[src/verilog/acs_defines.svh]
`ifndef ACS_DEFINES_SVH
`define ACS_DEFINES_SVH
`define ACS_ADDR_CTRL      4'h0
`define ACS_ADDR_CLKDIV    4'h1
`define ACS_ADDR_RES_HIGH  4'h2
`define ACS_ADDR_RES_LOW   4'h3
`define ACS_ADDR_IRQ_STAT  4'h4
`define ACS_ADDR_IRQ_EN    4'h5
`define ACS_ADDR_IRQ_CLR   4'h6
`define ACS_BIT_START      0
`define ACS_BIT_POWER      1
`define ACS_BIT_BUSY       7
`define ACS_SAMPLE_CLKS    5'h04
`define ACS_TOTAL_CLKS     5'h10
`endif

[src/verilog/acs_pkg.sv]
package acs_pkg;
  typedef enum logic [1:0] {
    ACS_IDLE    = 2'b00,
    ACS_SAMPLE  = 2'b01,
    ACS_RESOLVE = 2'b10
  } acs_state_e;
endpackage : acs_pkg

[src/verilog/acs_clock_divider.sv]
`timescale 1ns/100ps
`default_nettype none
// Emits one-cycle tick every 2**select system clocks
module acs_clock_divider (
  input  wire logic       clock_in,
  input  wire logic       rst_n_in,
  input  wire logic       run_in,
  input  wire logic [2:0] select_in,
  output logic            tick_out
);
  logic [6:0] count_q;
  logic [6:0] count_d;
  logic       tick_q;
  logic       tick_d;
  logic [6:0] limit;

  // Terminal count; held at zero while idle so each conversion starts aligned
  always_comb begin
    limit   = 7'((8'h01 << select_in) - 8'h01);
    count_d = count_q;
    tick_d  = 1'b0;
    if (!run_in) begin
      count_d = 7'h00;
    end else if (count_q >= limit) begin
      count_d = 7'h00;
      tick_d  = 1'b1;
    end else begin
      count_d = count_q + 7'h01;
    end
  end

  always_ff @(posedge clock_in or negedge rst_n_in) begin
    if (!rst_n_in) begin
      count_q <= 7'h00;
      tick_q  <= 1'b0;
    end else begin
      count_q <= count_d;
      tick_q  <= tick_d;
    end
  end

  assign tick_out = tick_q;
endmodule : acs_clock_divider
`default_nettype wire

[src/verilog/acs_sequencer.sv]
// Local design decisions: the register addresses and the strobed register port.
`timescale 1ns/100ps
`default_nettype none
`include "acs_defines.svh"
module acs_sequencer (
  input  wire logic        clock_in,
  input  wire logic        rst_n_in,
  input  wire logic [3:0]  addr_in,
  input  wire logic [7:0]  wdata_in,
  input  wire logic        wr_in,
  input  wire logic        rd_in,
  input  wire logic [11:0] sar_result_in,
  output logic      [7:0]  rdata_out,
  output logic             irq_out,
  output logic             power_enable_out,
  output logic             sample_out,
  output logic             conversion_clock_out,
  output logic             busy_out
);
  acs_pkg::acs_state_e state_q, state_d;
  logic        start_q, start_d;
  logic        power_q, power_d;
  logic [2:0]  div_q, div_d;
  logic [4:0]  clks_q, clks_d;
  logic        busy_q, busy_d;
  logic [11:0] result_q, result_d;
  logic        stat_q, stat_d;
  logic        ien_q, ien_d;
  logic        irq_q, irq_d;
  logic [7:0]  rdata_q, rdata_d;
  logic        cclk_q, cclk_d;
  logic        sample_q, sample_d;
  logic        tick;
  logic        wr_ctrl;
  logic        start_fall;
  logic        done;

  acs_clock_divider u_div (
    .clock_in  (clock_in),
    .rst_n_in  (rst_n_in),
    .run_in    (busy_d), // Start cycle counts, so busy spans exactly 16 periods
    .select_in (div_q),
    .tick_out  (tick)
  );

  assign wr_ctrl    = wr_in && (addr_in == `ACS_ADDR_CTRL);
  // Start fires on the high-to-low write of the start bit
  assign start_fall = wr_ctrl && start_q && !wdata_in[`ACS_BIT_START];
  assign done       = busy_q && tick && (clks_q == `ACS_TOTAL_CLKS - 5'h01);

  // Control registers and conversion sequence
  always_comb begin
    start_d  = start_q;
    power_d  = power_q;
    div_d    = div_q;
    state_d  = state_q;
    clks_d   = clks_q;
    busy_d   = busy_q;
    result_d = result_q;
    cclk_d   = 1'b0;
    if (wr_ctrl) begin
      start_d = wdata_in[`ACS_BIT_START];
      power_d = wdata_in[`ACS_BIT_POWER];
    end
    if (wr_in && addr_in == `ACS_ADDR_CLKDIV) begin
      div_d = wdata_in[2:0];
    end
    unique case (state_q)
      acs_pkg::ACS_IDLE: begin
        // Ignored while unpowered so busy never rises on a dead converter
        if (start_fall && power_q && wdata_in[`ACS_BIT_POWER]) begin
          state_d = acs_pkg::ACS_SAMPLE;
          busy_d  = 1'b1;
          clks_d  = 5'h00;
        end
      end
      acs_pkg::ACS_SAMPLE: begin
        cclk_d = tick;
        if (tick) begin
          clks_d = clks_q + 5'h01;
          if (clks_q == `ACS_SAMPLE_CLKS - 5'h01) begin
            state_d = acs_pkg::ACS_RESOLVE;
          end
        end
      end
      acs_pkg::ACS_RESOLVE: begin
        cclk_d = tick;
        if (tick) begin
          clks_d = clks_q + 5'h01;
        end
        if (done) begin
          state_d  = acs_pkg::ACS_IDLE;
          busy_d   = 1'b0;
          result_d = sar_result_in;
        end
      end
    endcase
    // Dropping power aborts a conversion with no interrupt; a completion in the same cycle still loads the result
    if (!power_d) begin
      state_d = acs_pkg::ACS_IDLE;
      busy_d  = 1'b0;
    end
    // Registered copy of the sampling state keeps the output glitch free
    sample_d = (state_d == acs_pkg::ACS_SAMPLE);
  end

  always_ff @(posedge clock_in or negedge rst_n_in) begin
    if (!rst_n_in) begin
      start_q  <= 1'b0;
      power_q  <= 1'b0;
      div_q    <= 3'h0;
      state_q  <= acs_pkg::ACS_IDLE;
      clks_q   <= 5'h00;
      busy_q   <= 1'b0;
      result_q <= 12'h000;
      cclk_q   <= 1'b0;
      sample_q <= 1'b0;
    end else begin
      start_q  <= start_d;
      power_q  <= power_d;
      div_q    <= div_d;
      state_q  <= state_d;
      clks_q   <= clks_d;
      busy_q   <= busy_d;
      result_q <= result_d;
      cclk_q   <= cclk_d;
      sample_q <= sample_d;
    end
  end

  // Interrupt status: set beats clear in the same cycle
  always_comb begin
    stat_d = stat_q;
    ien_d  = ien_q;
    if (wr_in && addr_in == `ACS_ADDR_IRQ_CLR && wdata_in[0]) begin
      stat_d = 1'b0;
    end
    if (wr_in && addr_in == `ACS_ADDR_IRQ_EN) begin
      ien_d = wdata_in[0];
    end
    if (done && power_d) begin
      stat_d = 1'b1;
    end
    irq_d = stat_d && ien_d;
  end

  always_ff @(posedge clock_in or negedge rst_n_in) begin
    if (!rst_n_in) begin
      stat_q <= 1'b0;
      ien_q  <= 1'b0;
      irq_q  <= 1'b0;
    end else begin
      stat_q <= stat_d;
      ien_q  <= ien_d;
      irq_q  <= irq_d;
    end
  end

  // Read mux; unmapped addresses and the clear register read zero
  always_comb begin
    rdata_d = 8'h00;
    if (rd_in) begin
      unique case (addr_in)
        `ACS_ADDR_CTRL:     rdata_d = {busy_q, 5'h00, power_q, start_q};
        `ACS_ADDR_CLKDIV:   rdata_d = {5'h00, div_q};
        `ACS_ADDR_RES_HIGH: rdata_d = {4'h0, result_q[11:8]};
        `ACS_ADDR_RES_LOW:  rdata_d = result_q[7:0];
        `ACS_ADDR_IRQ_STAT: rdata_d = {7'h00, stat_q};
        `ACS_ADDR_IRQ_EN:   rdata_d = {7'h00, ien_q};
        default:            rdata_d = 8'h00;
      endcase
    end
  end

  always_ff @(posedge clock_in or negedge rst_n_in) begin
    if (!rst_n_in) begin
      rdata_q <= 8'h00;
    end else begin
      rdata_q <= rdata_d;
    end
  end

  assign rdata_out            = rdata_q;
  assign irq_out              = irq_q;
  assign power_enable_out     = power_q;
  assign sample_out           = sample_q;
  assign conversion_clock_out = cclk_q;
  assign busy_out             = busy_q;

  // Busy rises one cycle after an accepted start
  start_busy_a: assert property (@(posedge clock_in) disable iff (!rst_n_in)
    (state_q == acs_pkg::ACS_IDLE && start_fall && power_q && wdata_in[1]) |=> busy_q)
    else $error("busy did not rise after start");

  // Busy holds until completion or power loss
  busy_hold_a: assert property (@(posedge clock_in) disable iff (!rst_n_in)
    (busy_q && !done && power_d) |=> busy_q)
    else $error("busy dropped early");

  // Busy only outside the idle state
  busy_state_a: assert property (@(posedge clock_in) disable iff (!rst_n_in)
    busy_q |-> state_q != acs_pkg::ACS_IDLE)
    else $error("busy while idle");

  // Idle state always shows busy clear, so polling sees the end
  idle_clear_a: assert property (@(posedge clock_in) disable iff (!rst_n_in)
    state_q == acs_pkg::ACS_IDLE |-> !busy_q)
    else $error("busy left set in idle");

  // No busy without power
  nopower_a: assert property (@(posedge clock_in) disable iff (!rst_n_in)
    !power_q |-> !busy_q)
    else $error("busy high while unpowered");

  // Completion clears busy and flags interrupt together
  done_flag_a: assert property (@(posedge clock_in) disable iff (!rst_n_in)
    (done && power_d) |=> (!busy_q && stat_q))
    else $error("end of conversion mishandled");

  // Enabled pending flag shows on interrupt
  irq_level_a: assert property (@(posedge clock_in) disable iff (!rst_n_in)
    (stat_q && ien_q) |-> irq_q)
    else $error("interrupt missing");

  // Interrupt never shows without an enabled pending flag
  irq_match_a: assert property (@(posedge clock_in) disable iff (!rst_n_in)
    irq_q |-> (stat_q && ien_q))
    else $error("spurious interrupt");

  // Status stays pending until software clears it
  stat_sticky_a: assert property (@(posedge clock_in) disable iff (!rst_n_in)
    (stat_q && !(wr_in && addr_in == `ACS_ADDR_IRQ_CLR && wdata_in[0])) |=> stat_q)
    else $error("status flag lost");

  // A clear with no completion beside it drops the flag
  stat_clear_a: assert property (@(posedge clock_in) disable iff (!rst_n_in)
    (wr_in && addr_in == `ACS_ADDR_IRQ_CLR && wdata_in[0] && !done) |=> !stat_q)
    else $error("status flag not cleared");

  // Completion happens only after sixteen conversion clocks
  total_count_a: assert property (@(posedge clock_in) disable iff (!rst_n_in)
    done |-> (clks_q == 5'h0f && state_q == acs_pkg::ACS_RESOLVE))
    else $error("conversion length wrong");

  // The period counter never passes the last conversion clock
  clks_range_a: assert property (@(posedge clock_in) disable iff (!rst_n_in)
    busy_q |-> clks_q < `ACS_TOTAL_CLKS)
    else $error("period count overran");

  // Sampling starts from count zero; resolve entered only after fourth sampling clock
  sample_len_a: assert property (@(posedge clock_in) disable iff (!rst_n_in)
    (state_q == acs_pkg::ACS_SAMPLE && $past(state_q) != acs_pkg::ACS_SAMPLE) |->
      clks_q == 5'h00)
    else $error("sampling did not start at zero");

  resolve_entry_a: assert property (@(posedge clock_in) disable iff (!rst_n_in)
    (state_q == acs_pkg::ACS_RESOLVE && $past(state_q) == acs_pkg::ACS_SAMPLE) |->
      clks_q == 5'h04)
    else $error("sampling length wrong");

  // Sampling indication only inside a conversion
  sample_busy_a: assert property (@(posedge clock_in) disable iff (!rst_n_in)
    sample_out |-> busy_out)
    else $error("sampling outside conversion");

  // Result captured at completion
  result_cap_a: assert property (@(posedge clock_in) disable iff (!rst_n_in)
    (done && power_d) |=> result_q == $past(sar_result_in))
    else $error("result not captured");

  // Result stays put between completions, so two byte reads agree
  result_hold_a: assert property (@(posedge clock_in) disable iff (!rst_n_in)
    !done |=> $stable(result_q))
    else $error("result changed without completion");

  // Read data is zero outside the cycle after a read strobe
  rdata_idle_a: assert property (@(posedge clock_in) disable iff (!rst_n_in)
    !$past(rd_in) |-> rdata_out == 8'h00)
    else $error("read data without read");

  // Divide by one ticks every busy cycle after the first
  div_one_a: assert property (@(posedge clock_in) disable iff (!rst_n_in)
    (busy_q && $past(busy_q) && div_q == 3'h0 && $past(div_q) == 3'h0) |-> tick)
    else $error("divide by one not ticking");

  // Slower codes never tick on two cycles in a row
  tick_gap_a: assert property (@(posedge clock_in) disable iff (!rst_n_in)
    (tick && div_q != 3'h0) |=> !tick)
    else $error("divider ticked twice in a row");

  // Dropping power returns the sequence to idle at once
  power_abort_a: assert property (@(posedge clock_in) disable iff (!rst_n_in)
    !power_d |=> (state_q == acs_pkg::ACS_IDLE && !busy_q))
    else $error("conversion kept running unpowered");
endmodule : acs_sequencer
`default_nettype wire
[config.mk]
export PLATFORM = sky130hd
export DESIGN_NAME = acs_sequencer
export DESIGN_NICKNAME = d
export VERILOG_FILES = /design/src/verilog/acs_pkg.sv /design/src/verilog/acs_clock_divider.sv /design/src/verilog/acs_sequencer.sv
export VERILOG_INCLUDE_DIRS = /design/src /design/src/verilog
export SDC_FILE = /design/constraint.sdc
export NUM_CORES = 1
export LEC_CHECK = 0
export BUFFER_PORTS_ARGS = -buffer_cell sky130_fd_sc_hd__buf_2
export CORE_AREA = 2 2 86 88
export DETAILED_ROUTE_END_ITERATION = 8
export DIE_AREA = 0 0 88 90
export PLACE_DENSITY_LB_ADDON = 0.25
export SETUP_SLACK_MARGIN = 0.4
export SLEW_MARGIN = 20
export SYNTH_ARGS = -nofsm -noshare
export SYNTH_HDL_FRONTEND = slang
export SYNTH_SLANG_ARGS = --single-unit
export TNS_END_PERCENT = 5
[constraint.sdc]
create_clock -name clock_in -period 3 [get_ports clock_in]
set_input_delay 0.15 -clock clock_in [delete_from_list [all_inputs] [get_ports clock_in]]
set_output_delay 0.15 -clock clock_in [all_outputs]
set_load 0.01 [all_outputs]
After elaboration in Yosys (flattened, before gate mapping) --
Index checks and enable logic that the tools add are counted.
Cells by class: add/sub/neg operators 3, order comparisons 1, eq/ne operators 13, shifts and indexed selects 1, multiplexer cells 24, reductions and logical operators 19
Operators with widths (count):
- 8-bit one-hot mux with 6 select lines | 1
- 7-bit 2-to-1 mux | 2
- 1-bit logical AND | 13
- 4-bit by 3-bit == test with 1-bit output, second input constant | 3
- 1-bit 2-to-1 mux | 10
- 2-bit 2-to-1 mux | 5
- 5-bit 2-to-1 mux | 2
- 5-bit one-hot mux with 2 select lines | 1
- 4-bit by 2-bit == test with 1-bit output, second input constant | 2
- 8-bit 2-to-1 mux | 1
- 7-bit by 1-bit adder with 7-bit output, second input constant | 1
- 7-bit >= comparator | 1
- 1-bit by 3-bit << shifter with 7-bit output, first input constant | 1
- 7-bit by 1-bit subtractor with 7-bit output, second input constant | 1
- 2-bit one-hot mux with 3 select lines | 1
- 5-bit by 1-bit adder with 5-bit output, second input constant | 1
- 5-bit by 2-bit == test with 1-bit output, second input constant | 1
- 5-bit by 4-bit == test with 1-bit output, second input constant | 1
- 2-bit by 1-bit == test with 1-bit output, second input constant | 2
- 4-bit by 1-bit == test with 1-bit output, second input constant | 1
- 4-bit zero test | 1
- 2-bit AND reduction | 2
- 2-bit == test, second input constant | 1
- 2-bit zero test | 1
- 5 further kinds | 5
Word-level totals: flip-flop bits (word level) 46, input port bits 28, output and inout port bits 13, word-level logic and storage cells 76

Longest topological paths before layout --
Gate-level depths: netlist of run 1.
word-level depth 10, gate-level depth with buffers 12, mapped depth without buffers 11

Cells and area by module --
A second synthesis of run 1 with hierarchy kept.
Second synthesis, totals: cells, all modules 212, area, all modules 2316.0 µm²
Modules (own cells, without submodules):
- acs_sequencer | times used 1, cells each 159, area each 1790.5 µm², sequential area each 950.9 µm²
- acs_clock_divider | times used 1, cells each 53, area each 525.5 µm², sequential area each 200.2 µm²

Worst setup path after synthesis of run 1 --
Ideal clock, no wire load.
kind reg2reg, from register div_q[0], to register u_div.tick_q (netlist: u_div.tick_out), setup time 0.073 ns, data arrival time 2.419 ns, data required time 2.927 ns, slack 0.508 ns, cell stages (with the launch flop) 13, buffers on the path 2, period minus slack after synthesis 2.492 ns, path through dfrtp_1 -> clkbuf_1 -> or3_1 -> ha_1 -> clkbuf_1 -> nor3_1 -> a21oi_1 -> o21a_1 -> ha_1 -> nand4_1 -> and3_1 -> o21ai_1 -> nor2b_1
On the way: word-level cells in the longest chain between the ends 5
RTL lines:
- start: declaration | line acs_sequencer.sv:23 | logic [2:0] div_q, div_d;
- start signal: assignment | line acs_sequencer.sv:121 | div_q <= div_d;
- 1-bit by 3-bit << shifter with 7-bit output | line acs_clock_divider.sv:19 | limit = 7'((8'h01 << select_in) - 8'h01);
- 7-bit by 1-bit subtractor with 7-bit output | line acs_clock_divider.sv:19
- 7-bit >= comparator | line acs_clock_divider.sv:24 | end else if (count_q >= limit) begin
- 1-bit 2-to-1 mux | line acs_clock_divider.sv:24
- 1-bit 2-to-1 mux | line acs_clock_divider.sv:22 | if (!run_in) begin
- named net u_div.tick_d | line acs_clock_divider.sv:14 | logic tick_d;
- end signal: assignment | line acs_clock_divider.sv:38 | tick_q <= tick_d;
- end: declaration | line acs_clock_divider.sv:13 | logic tick_q;
The timed path passes the listed nets, and every way through them passes these cells. A chain may end at the register's enable or synchronous reset.

Worst setup path after layout of run 1 --
from register div_q[2], to register u_div.tick_q (netlist: u_div.tick_out)
Same word-level chain as after synthesis.

==> results of run 1 <==
## Yosys cell counts (all sizes together) (4+ instances only)
cell    instances  area (um2)
nor2           11        41.3
nor3b           7        68.8
a21oi          10        50.1
and2            6        37.5
dfrtp          46        1150
mux2           18         203
nand2          14        52.6
buf             4        26.3
nor3            8        40.0
nand4           4        25.0
inv            11        41.3
o211ai          4        30.0
ha             14         175
nand3           8        40.0
o21ai           8        40.0
xnor2           4        35.0
nand2b          4        25.0
## cell families (layout without fill, tap and decap cells)
family | count (synthesis) | after routing
and+or+nand+nor | 75 | 75
xor gates and xnor gates | 7 | 7
buffers and inverters | 18 | 57
adders and majority gates | 14 | 14
muxes | 23 | 23
DFF | 46 | 46
AOI/OAI and AO/OA | 40 | 40
## per-stage QoR
| step | cell area (um2) | instances | setup slack [ns] | utilization, % |
|---|---|---|---|---|
| after floorplan | 2430 | 223 | 0.508 | - |
| after CTS | 2800 | 358 | 0.460 | 39.9 |
| after global placement | 2690 | 350 | 0.375 | 38.3 |
| after global routing | 2860 | 361 | 0.374 | 40.8 |
| after detailed placement | 2690 | 350 | 0.332 | 38.3 |
| final | 2860 | 361 | 0.551 | 40.8 |
## area by class of cell
cell class              instances  area (um2)
clock buffers                   6        72.6
clock inverters                 2        37.5
fillers                       707        4160
inverters                      11        41.3
multi-input cells             159        1230
flip-flops and latches         46        1150
well taps                      99         124
repair buffers                 38         203
## critical path, stage by stage (launching register included)
cell	delay, ns
dfrtp_2	0.45
or3_1	0.42
ha_2	0.23
xor2_1	0.15
nor2_1	0.10
a21oi_1	0.06
ha_1	0.33
a21oi_2	0.16
and3_4	0.20
o21ai_4	0.09
nor2b_1	0.15
## where the power goes
| group | switching (mW) | leakage [nW] | internal [mW] |
|---|---|---|---|
| combinational | 0.120 | 0.633 | 0.115 |
| sequential | 0.0322 | 0.597 | 0.650 |
| clock | 0.215 | 0.0514 | 0.249 |
## layer usage
layer / share of wire (%) / global-route usage, % / vias to the layer above
met2: 47 / 19.7 / 39
met4: 0.66 / 3.08 / 0
met1: 48 / 17.2 / 864
li1: - / - / 873
met5: 0 / 0 / -
met3: 4.2 / 3.31 / 2
## registers in the layout (all words and copies together), names as in the netlist
| signal | flops |
|---|---|
| result_q | 12 |
| div_q | 3 |
| busy_out | 1 |
| start_q | 1 |
| clks_q | 5 |
| state_q | 2 |
| power_enable_out | 1 |
| conversion_clock_out | 1 |
| sample_out | 1 |
| u_div.count_q | 7 |
| ien_q | 1 |
| stat_q | 1 |
| u_div.tick_out | 1 |
| irq_out | 1 |
| rdata_out | 8 |
## how the worst max path moves through the flow
stage	end	slack, ns	depth (start not counted)
2_1_floorplan	u_div.tick_out$_DFF_PN0_	0.51	12
5_1_grt	u_div.count_q[4]$_DFF_PN0_	0.37	10
3_5_place_dp	u_div.count_q[6]$_DFF_PN0_	0.33	10
6_report	u_div.tick_out$_DFF_PN0_	0.55	10
4_1_cts	u_div.tick_out$_DFF_PN0_	0.46	9
3_3_place_gp	u_div.tick_out$_DFF_PN0_	0.37	10
## what timing repair did
| action | CTS | global route |
|---|---|---|
| hold buffers | 0 | 1 |
| setup endpoints to repair | 8 | 8 |
| hold endpoints to repair | 0 | 46 |
| gates resized for setup | 1 | 8 |
| setup buffers | 0 | 2 |
==> flow_metrics.env, run 1 <==
export IMPL_post_drt_wl_per_cell_um=13.4
export IMPL_worstHoldEndpoint="div_q[2]$_DFFE_PN0P_"
export IMPL_antenna_left=0
export IMPL_clock_tree_htree_level_count=2
export IMPL_static_leakage_power_nw=1.28
export IMPL_regToRegStartpoint="div_q[2]$_DFFE_PN0P_"
export IMPL_final_setup_tns_ns=0
export IMPL_max_vdd_ir_drop_mv=0.206
export IMPL_tightest_slew_ns=0.665
export IMPL_layout_drive_gt1_share_pct=28.6
export IMPL_i_o_pin_count=41
export IMPL_synth_enable_flop_cells=0
export IMPL_layout_cells_most_common="dfrtp_1"
export IMPL_syn2layout_area_growth_pct=17.9
export IMPL_post_synth_cell_area_avg_um2=10.9
export IMPL_insertedDiodeCount=0
export IMPL_worst_path_max_fanout=8
export IMPL_synth_warning_count=0
export IMPL_antenna_found_initial=0
export IMPL_clk_pin_slew_worst_paths_ns=0.09
export IMPL_finish_net_count=303
export IMPL_grt_pass1_wl_um=7910
export IMPL_synthSimpleGateAreaFrac_pct=17.4
export IMPL_dp_hpwl_um=3520
export IMPL_cts_root_buffer_cell="clkbuf_8"
export IMPL_drtPass1Iterations=4
export IMPL_worstSetupPathType="flop to flop"
export IMPL_flip_flop_and_latch_count_after_synthesis=46
export IMPL_floorplan_rows=31
export IMPL_post_synth_mux_area_share_pct=11.4
export IMPL_crit_start="div_q[2]$_DFFE_PN0P_"
export IMPL_drt_vias_per_instance=4.93
export IMPL_timing_final_crit_share_pct=81.6
export IMPL_endpoint_kind="flop"
export IMPL_seq_area_frac_synth_pct=47.4
export IMPL_grt_usage_pct=12.6
export IMPL_main_combinational_cell_family_by_area_after_synthesis="simple AND/OR/NAND/NOR gates"
export IMPL_die_area_um2=7920
export IMPL_finalHoldWorstSlack_ns=0.0734
export IMPL_numClockSinks=46
export IMPL_clockBufferDepth=2
export IMPL_most_common_layout_cells="44 x dfrtp_1, 34 x buf_2, 16 x mux2_2"
export IMPL_outcome="finished clean"
export IMPL_synth_cells=223
export IMPL_arrival_ns=2.62
export IMPL_setup_violations=0
export IMPL_die_h_um=90
export IMPL_vias_in_the_first_global_route=1712
export IMPL_element_type_at_the_critical_path_start="flop"
export IMPL_maxSlewViolCount=0
export IMPL_r2r_slack_ns=0.55
export IMPL_hold_path_depth=2
export IMPL_die_w_um=88
export IMPL_power_density_nw_per_um2=483
export IMPL_place_gp_congestion=0.816
export IMPL_netlist_area_um2=2430
export IMPL_worst_r2r_cell_count=10
export IMPL_ys_async_sr_fraction_pct=100
export IMPL_clock_latency_on_the_worst_skew_pair_ns=0.29
export IMPL_synth_compound_gate_area_share_pct=10.8
export IMPL_total_power_mw=1.38
export IMPL_tritoncts="yes"
export IMPL_syn_nets=265
export IMPL_grt_overflow=0
export IMPL_cts_buffers_inserted=5
export IMPL_number_of_maximum_capacitance_constraint_violations=0
export IMPL_timing_clock_skew_ns=0.00754
export IMPL_postRouteWirelength_um=4830
export IMPL_core_um2=7020
export IMPL_final_hold_viol_count=0
export IMPL_io_buffer_count=35
export IMPL_drt_iter0_drc=69
export IMPL_worst_r2r_endpoint="u_div.tick_out$_DFF_PN0_"
export IMPL_grt_setup_unrepaired="false"
export IMPL_drc_errors=0
export IMPL_grt_start_max_net_pins=47
export IMPL_start_util_pct=34.6
export IMPL_yosysUniqueCellTypes=46
export IMPL_hold_path_class="input pin to flop"
export IMPL_synth_fa_ha_area_share_pct=7.21
export IMPL_slew_headroom_pct=55.5
export IMPL_synth_xor_xnor_area_share_pct=2.52
export IMPL_worst_endpoint_required_ns=3.17
export IMPL_clock_period_minus_worst_slack_ns=2.45
export IMPL_hp_start="wdata_in[2]"
export IMPL_max_freq_ghz=0.408
export IMPL_route_vias_total=1778
export IMPL_synth_flop_cell="dfrtp_1"
(Power assumes the default switching activity.)
==> run 2: changes to the inputs <==
clock period = 2.56 ns   (was 3 ns; I/O delays follow)
==> run 2 against run 1 <==
Effect of this change:
- combinational power increased by 41%
- worst setup slack got worse by 0.30 ns
- non-clock buffer count increased by 2
- global-route usage up 0.51 points
- critical path depth shrank 1
- sequential share of layout area fell by 0.81 points
- critical path type unchanged
- sequential power up 15%
- first-iteration DRC count up 43%
- fmax rose by 6.2%
- wire length rose by 0.77%
- largest cell class unchanged
- core utilization grew 0.75 points
==> flow_metrics.env, run 2 (synthesis results as in run 1) <==
export IMPL_drc_errors=0
export IMPL_final_hold_viol_count=0
export IMPL_max_vdd_ir_drop_mv=0.310
export IMPL_worstSetupPathType="flop to flop"
export IMPL_static_leakage_power_nw=1.30
export IMPL_floorplan_rows=31
export IMPL_tightest_slew_ns=0.667
export IMPL_critical_path_n_buffers_inverters=0
export IMPL_final_cell_area_um2=2920
export IMPL_grt_usage_pct=13.1
export IMPL_die_h_um=90
export IMPL_number_of_maximum_capacitance_constraint_violations=0
export IMPL_worst_endpoint_required_ns=2.78
export IMPL_finalHoldWorstSlack_ns=0.0536
export IMPL_drtPass1Iterations=4
export IMPL_crit_path_leading_delay_family="simple AND/OR/NAND/NOR gates"
export IMPL_cts_buffers_inserted=5
export IMPL_timing_final_crit_share_pct=90.1
export IMPL_post_drt_wl_per_cell_um=13.4
export IMPL_grt_overflow=0
export IMPL_syn2layout_area_growth_pct=20.0
export IMPL_cts_root_buffer_cell="clkbuf_8"
export IMPL_postRouteWirelength_um=4860
export IMPL_timing_clock_skew_ns=0.0100
export IMPL_antenna_found_initial=0
export IMPL_tritoncts="yes"
export IMPL_die_area_um2=7920
export IMPL_power_density_nw_per_um2=567
export IMPL_core_um2=7020
export IMPL_numClockSinks=46
export IMPL_critical_path_max_stage_delay_ns=0.41
export IMPL_start_util_pct=34.6
export IMPL_place_gp_congestion=0.785
export IMPL_dp_hpwl_um=3580
export IMPL_num_fill_cells=691
export IMPL_arrival_ns=2.53
export IMPL_drt_vias_per_instance=4.88
export IMPL_final_util_pct=41.5
export IMPL_i_o_pin_count=41
export IMPL_grt_pass1_wl_um=8240
export IMPL_timing_critical_path_slowest_stage_cell="or3_4"
export IMPL_antenna_left=0
export IMPL_largest_register_ff_count=12
export IMPL_clock_period_minus_worst_slack_ns=2.31
export IMPL_layout_drive_gt1_share_pct=30.3
export IMPL_grt_start_max_net_pins=26
export IMPL_maxSlewViolCount=0
export IMPL_clock_latency_on_the_worst_skew_pair_ns=0.30
export IMPL_placed_area_um2=2720
export IMPL_vias_in_the_first_global_route=1798
export IMPL_element_type_at_the_critical_path_start="flop"
export IMPL_regMostFlops="result_q"
export IMPL_clk_pin_slew_worst_paths_ns=0.09
export IMPL_drt_iter0_drc=99
export IMPL_finish_net_count=305
export IMPL_final_setup_tns_ns=0
export IMPL_slew_headroom_pct=55.4
export IMPL_most_common_layout_cells="46 x dfrtp_1, 35 x buf_2, 16 x mux2_2"
export IMPL_die_w_um=88
export IMPL_clockBufferDepth=2
export IMPL_hold_path_class="input pin to flop"
export IMPL_max_freq_ghz=0.434
export IMPL_clock_tree_htree_level_count=2
export IMPL_outcome="finished clean"
export IMPL_multi_input_area_um2=1270
export IMPL_grt_setup_unrepaired="true"
export IMPL_crit_path_frequent_cell="ha_4"
export IMPL_worst_path_max_fanout=8
export IMPL_ff_latch_area_um2=1150
export IMPL_io_buffer_count=35
export IMPL_crit_path_cell_trace="or3_4 -> ha_4 -> nor3_2 -> a21oi_1 -> o21a_1 -> ha_4 -> nand4_1 -> o21ai_4 -> nor2b_1"
export IMPL_setup_violations=0
export IMPL_endpoint_kind="flop"
export IMPL_route_vias_total=1772
export IMPL_insertedDiodeCount=0
export IMPL_layout_cells_most_common="dfrtp_1"
==> run 2: final timing paths <==
path	from	endpoint	slack, ns	cells past startpoint
worst max-delay path	div_q[1]$_DFFE_PN0P_	u_div.tick_out$_DFF_PN0_	0.25	9
worst min-delay path	sar_result_in[9]	result_q[9]$_DFFE_PN0P_	0.05	2
worst max register to register	div_q[1]$_DFFE_PN0P_	u_div.tick_out$_DFF_PN0_	0.25	9
worst min register to register	result_q[5]$_DFFE_PN0P_	rdata_out[5]$_DFF_PN0_	0.48	1
max in group asynchronous	rst_n_in	busy_out$_DFF_PN0_	1.51	3
min in group asynchronous	rst_n_in	result_q[4]$_DFFE_PN0P_	0.33	2
==> run 2: what timing repair did <==
action / in CTS / in global routing
gates resized for setup: 8 / 5
pin swaps: 5 / 5
setup endpoints to repair: 20 / 20
buffers inserted: 0 / 0
endpoints found under the hold margin: 21 / 0
hold buffers: 1 / 0
==> run 2: worst register-to-register path, cell delays in order, from the launching register on <==
cell	delay, ns
dfrtp_1	0.39
or3_4	0.41
ha_4	0.19
nor3_2	0.11
a21oi_1	0.06
o21a_1	0.20
ha_4	0.27
nand4_1	0.14
o21ai_4	0.30
nor2b_1	0.16
==> run 2: layout make-up <==
class	count	area share, %
Sequential cell	46	39.5
Timing Repair Buffer	40	7.38
Clock buffer	6	2.49
Multi-Input combinational cell	159	43.7
Tap cell	99	4.25
Clock inverter	2	1.29
Inverter	11	1.42
==> run 2: routing by layer <==
metal | vias to the layer above | GRT usage [%] | part of all wire [%]
met3 | 5 | 4.13 | 5.7
met4 | 0 | 3.08 | 1.1
met1 | 848 | 17.4 | 47
li1 | 877 | - | -
met5 | - | 0 | 0
met2 | 42 | 20.6 | 46
==> run 2: metrics by stage <==
stage	setup slack, ns	power, mW	instances
after floorplan	0.213	0.987	223
after detailed placement	0.144	1.09	354
after global placement	0.173	1.08	354
after CTS	0.258	1.66	363
final	0.254	1.65	363
after global routing	0.127	1.75	363
==> run 2: where the power goes <==
part	switching, mW	leakage [nW]	internal [mW]
clock network	0.248	0.0514	0.292
registers	0.0215	0.599	0.760
logic	0.173	0.647	0.159
total	0.443	1.30	1.21
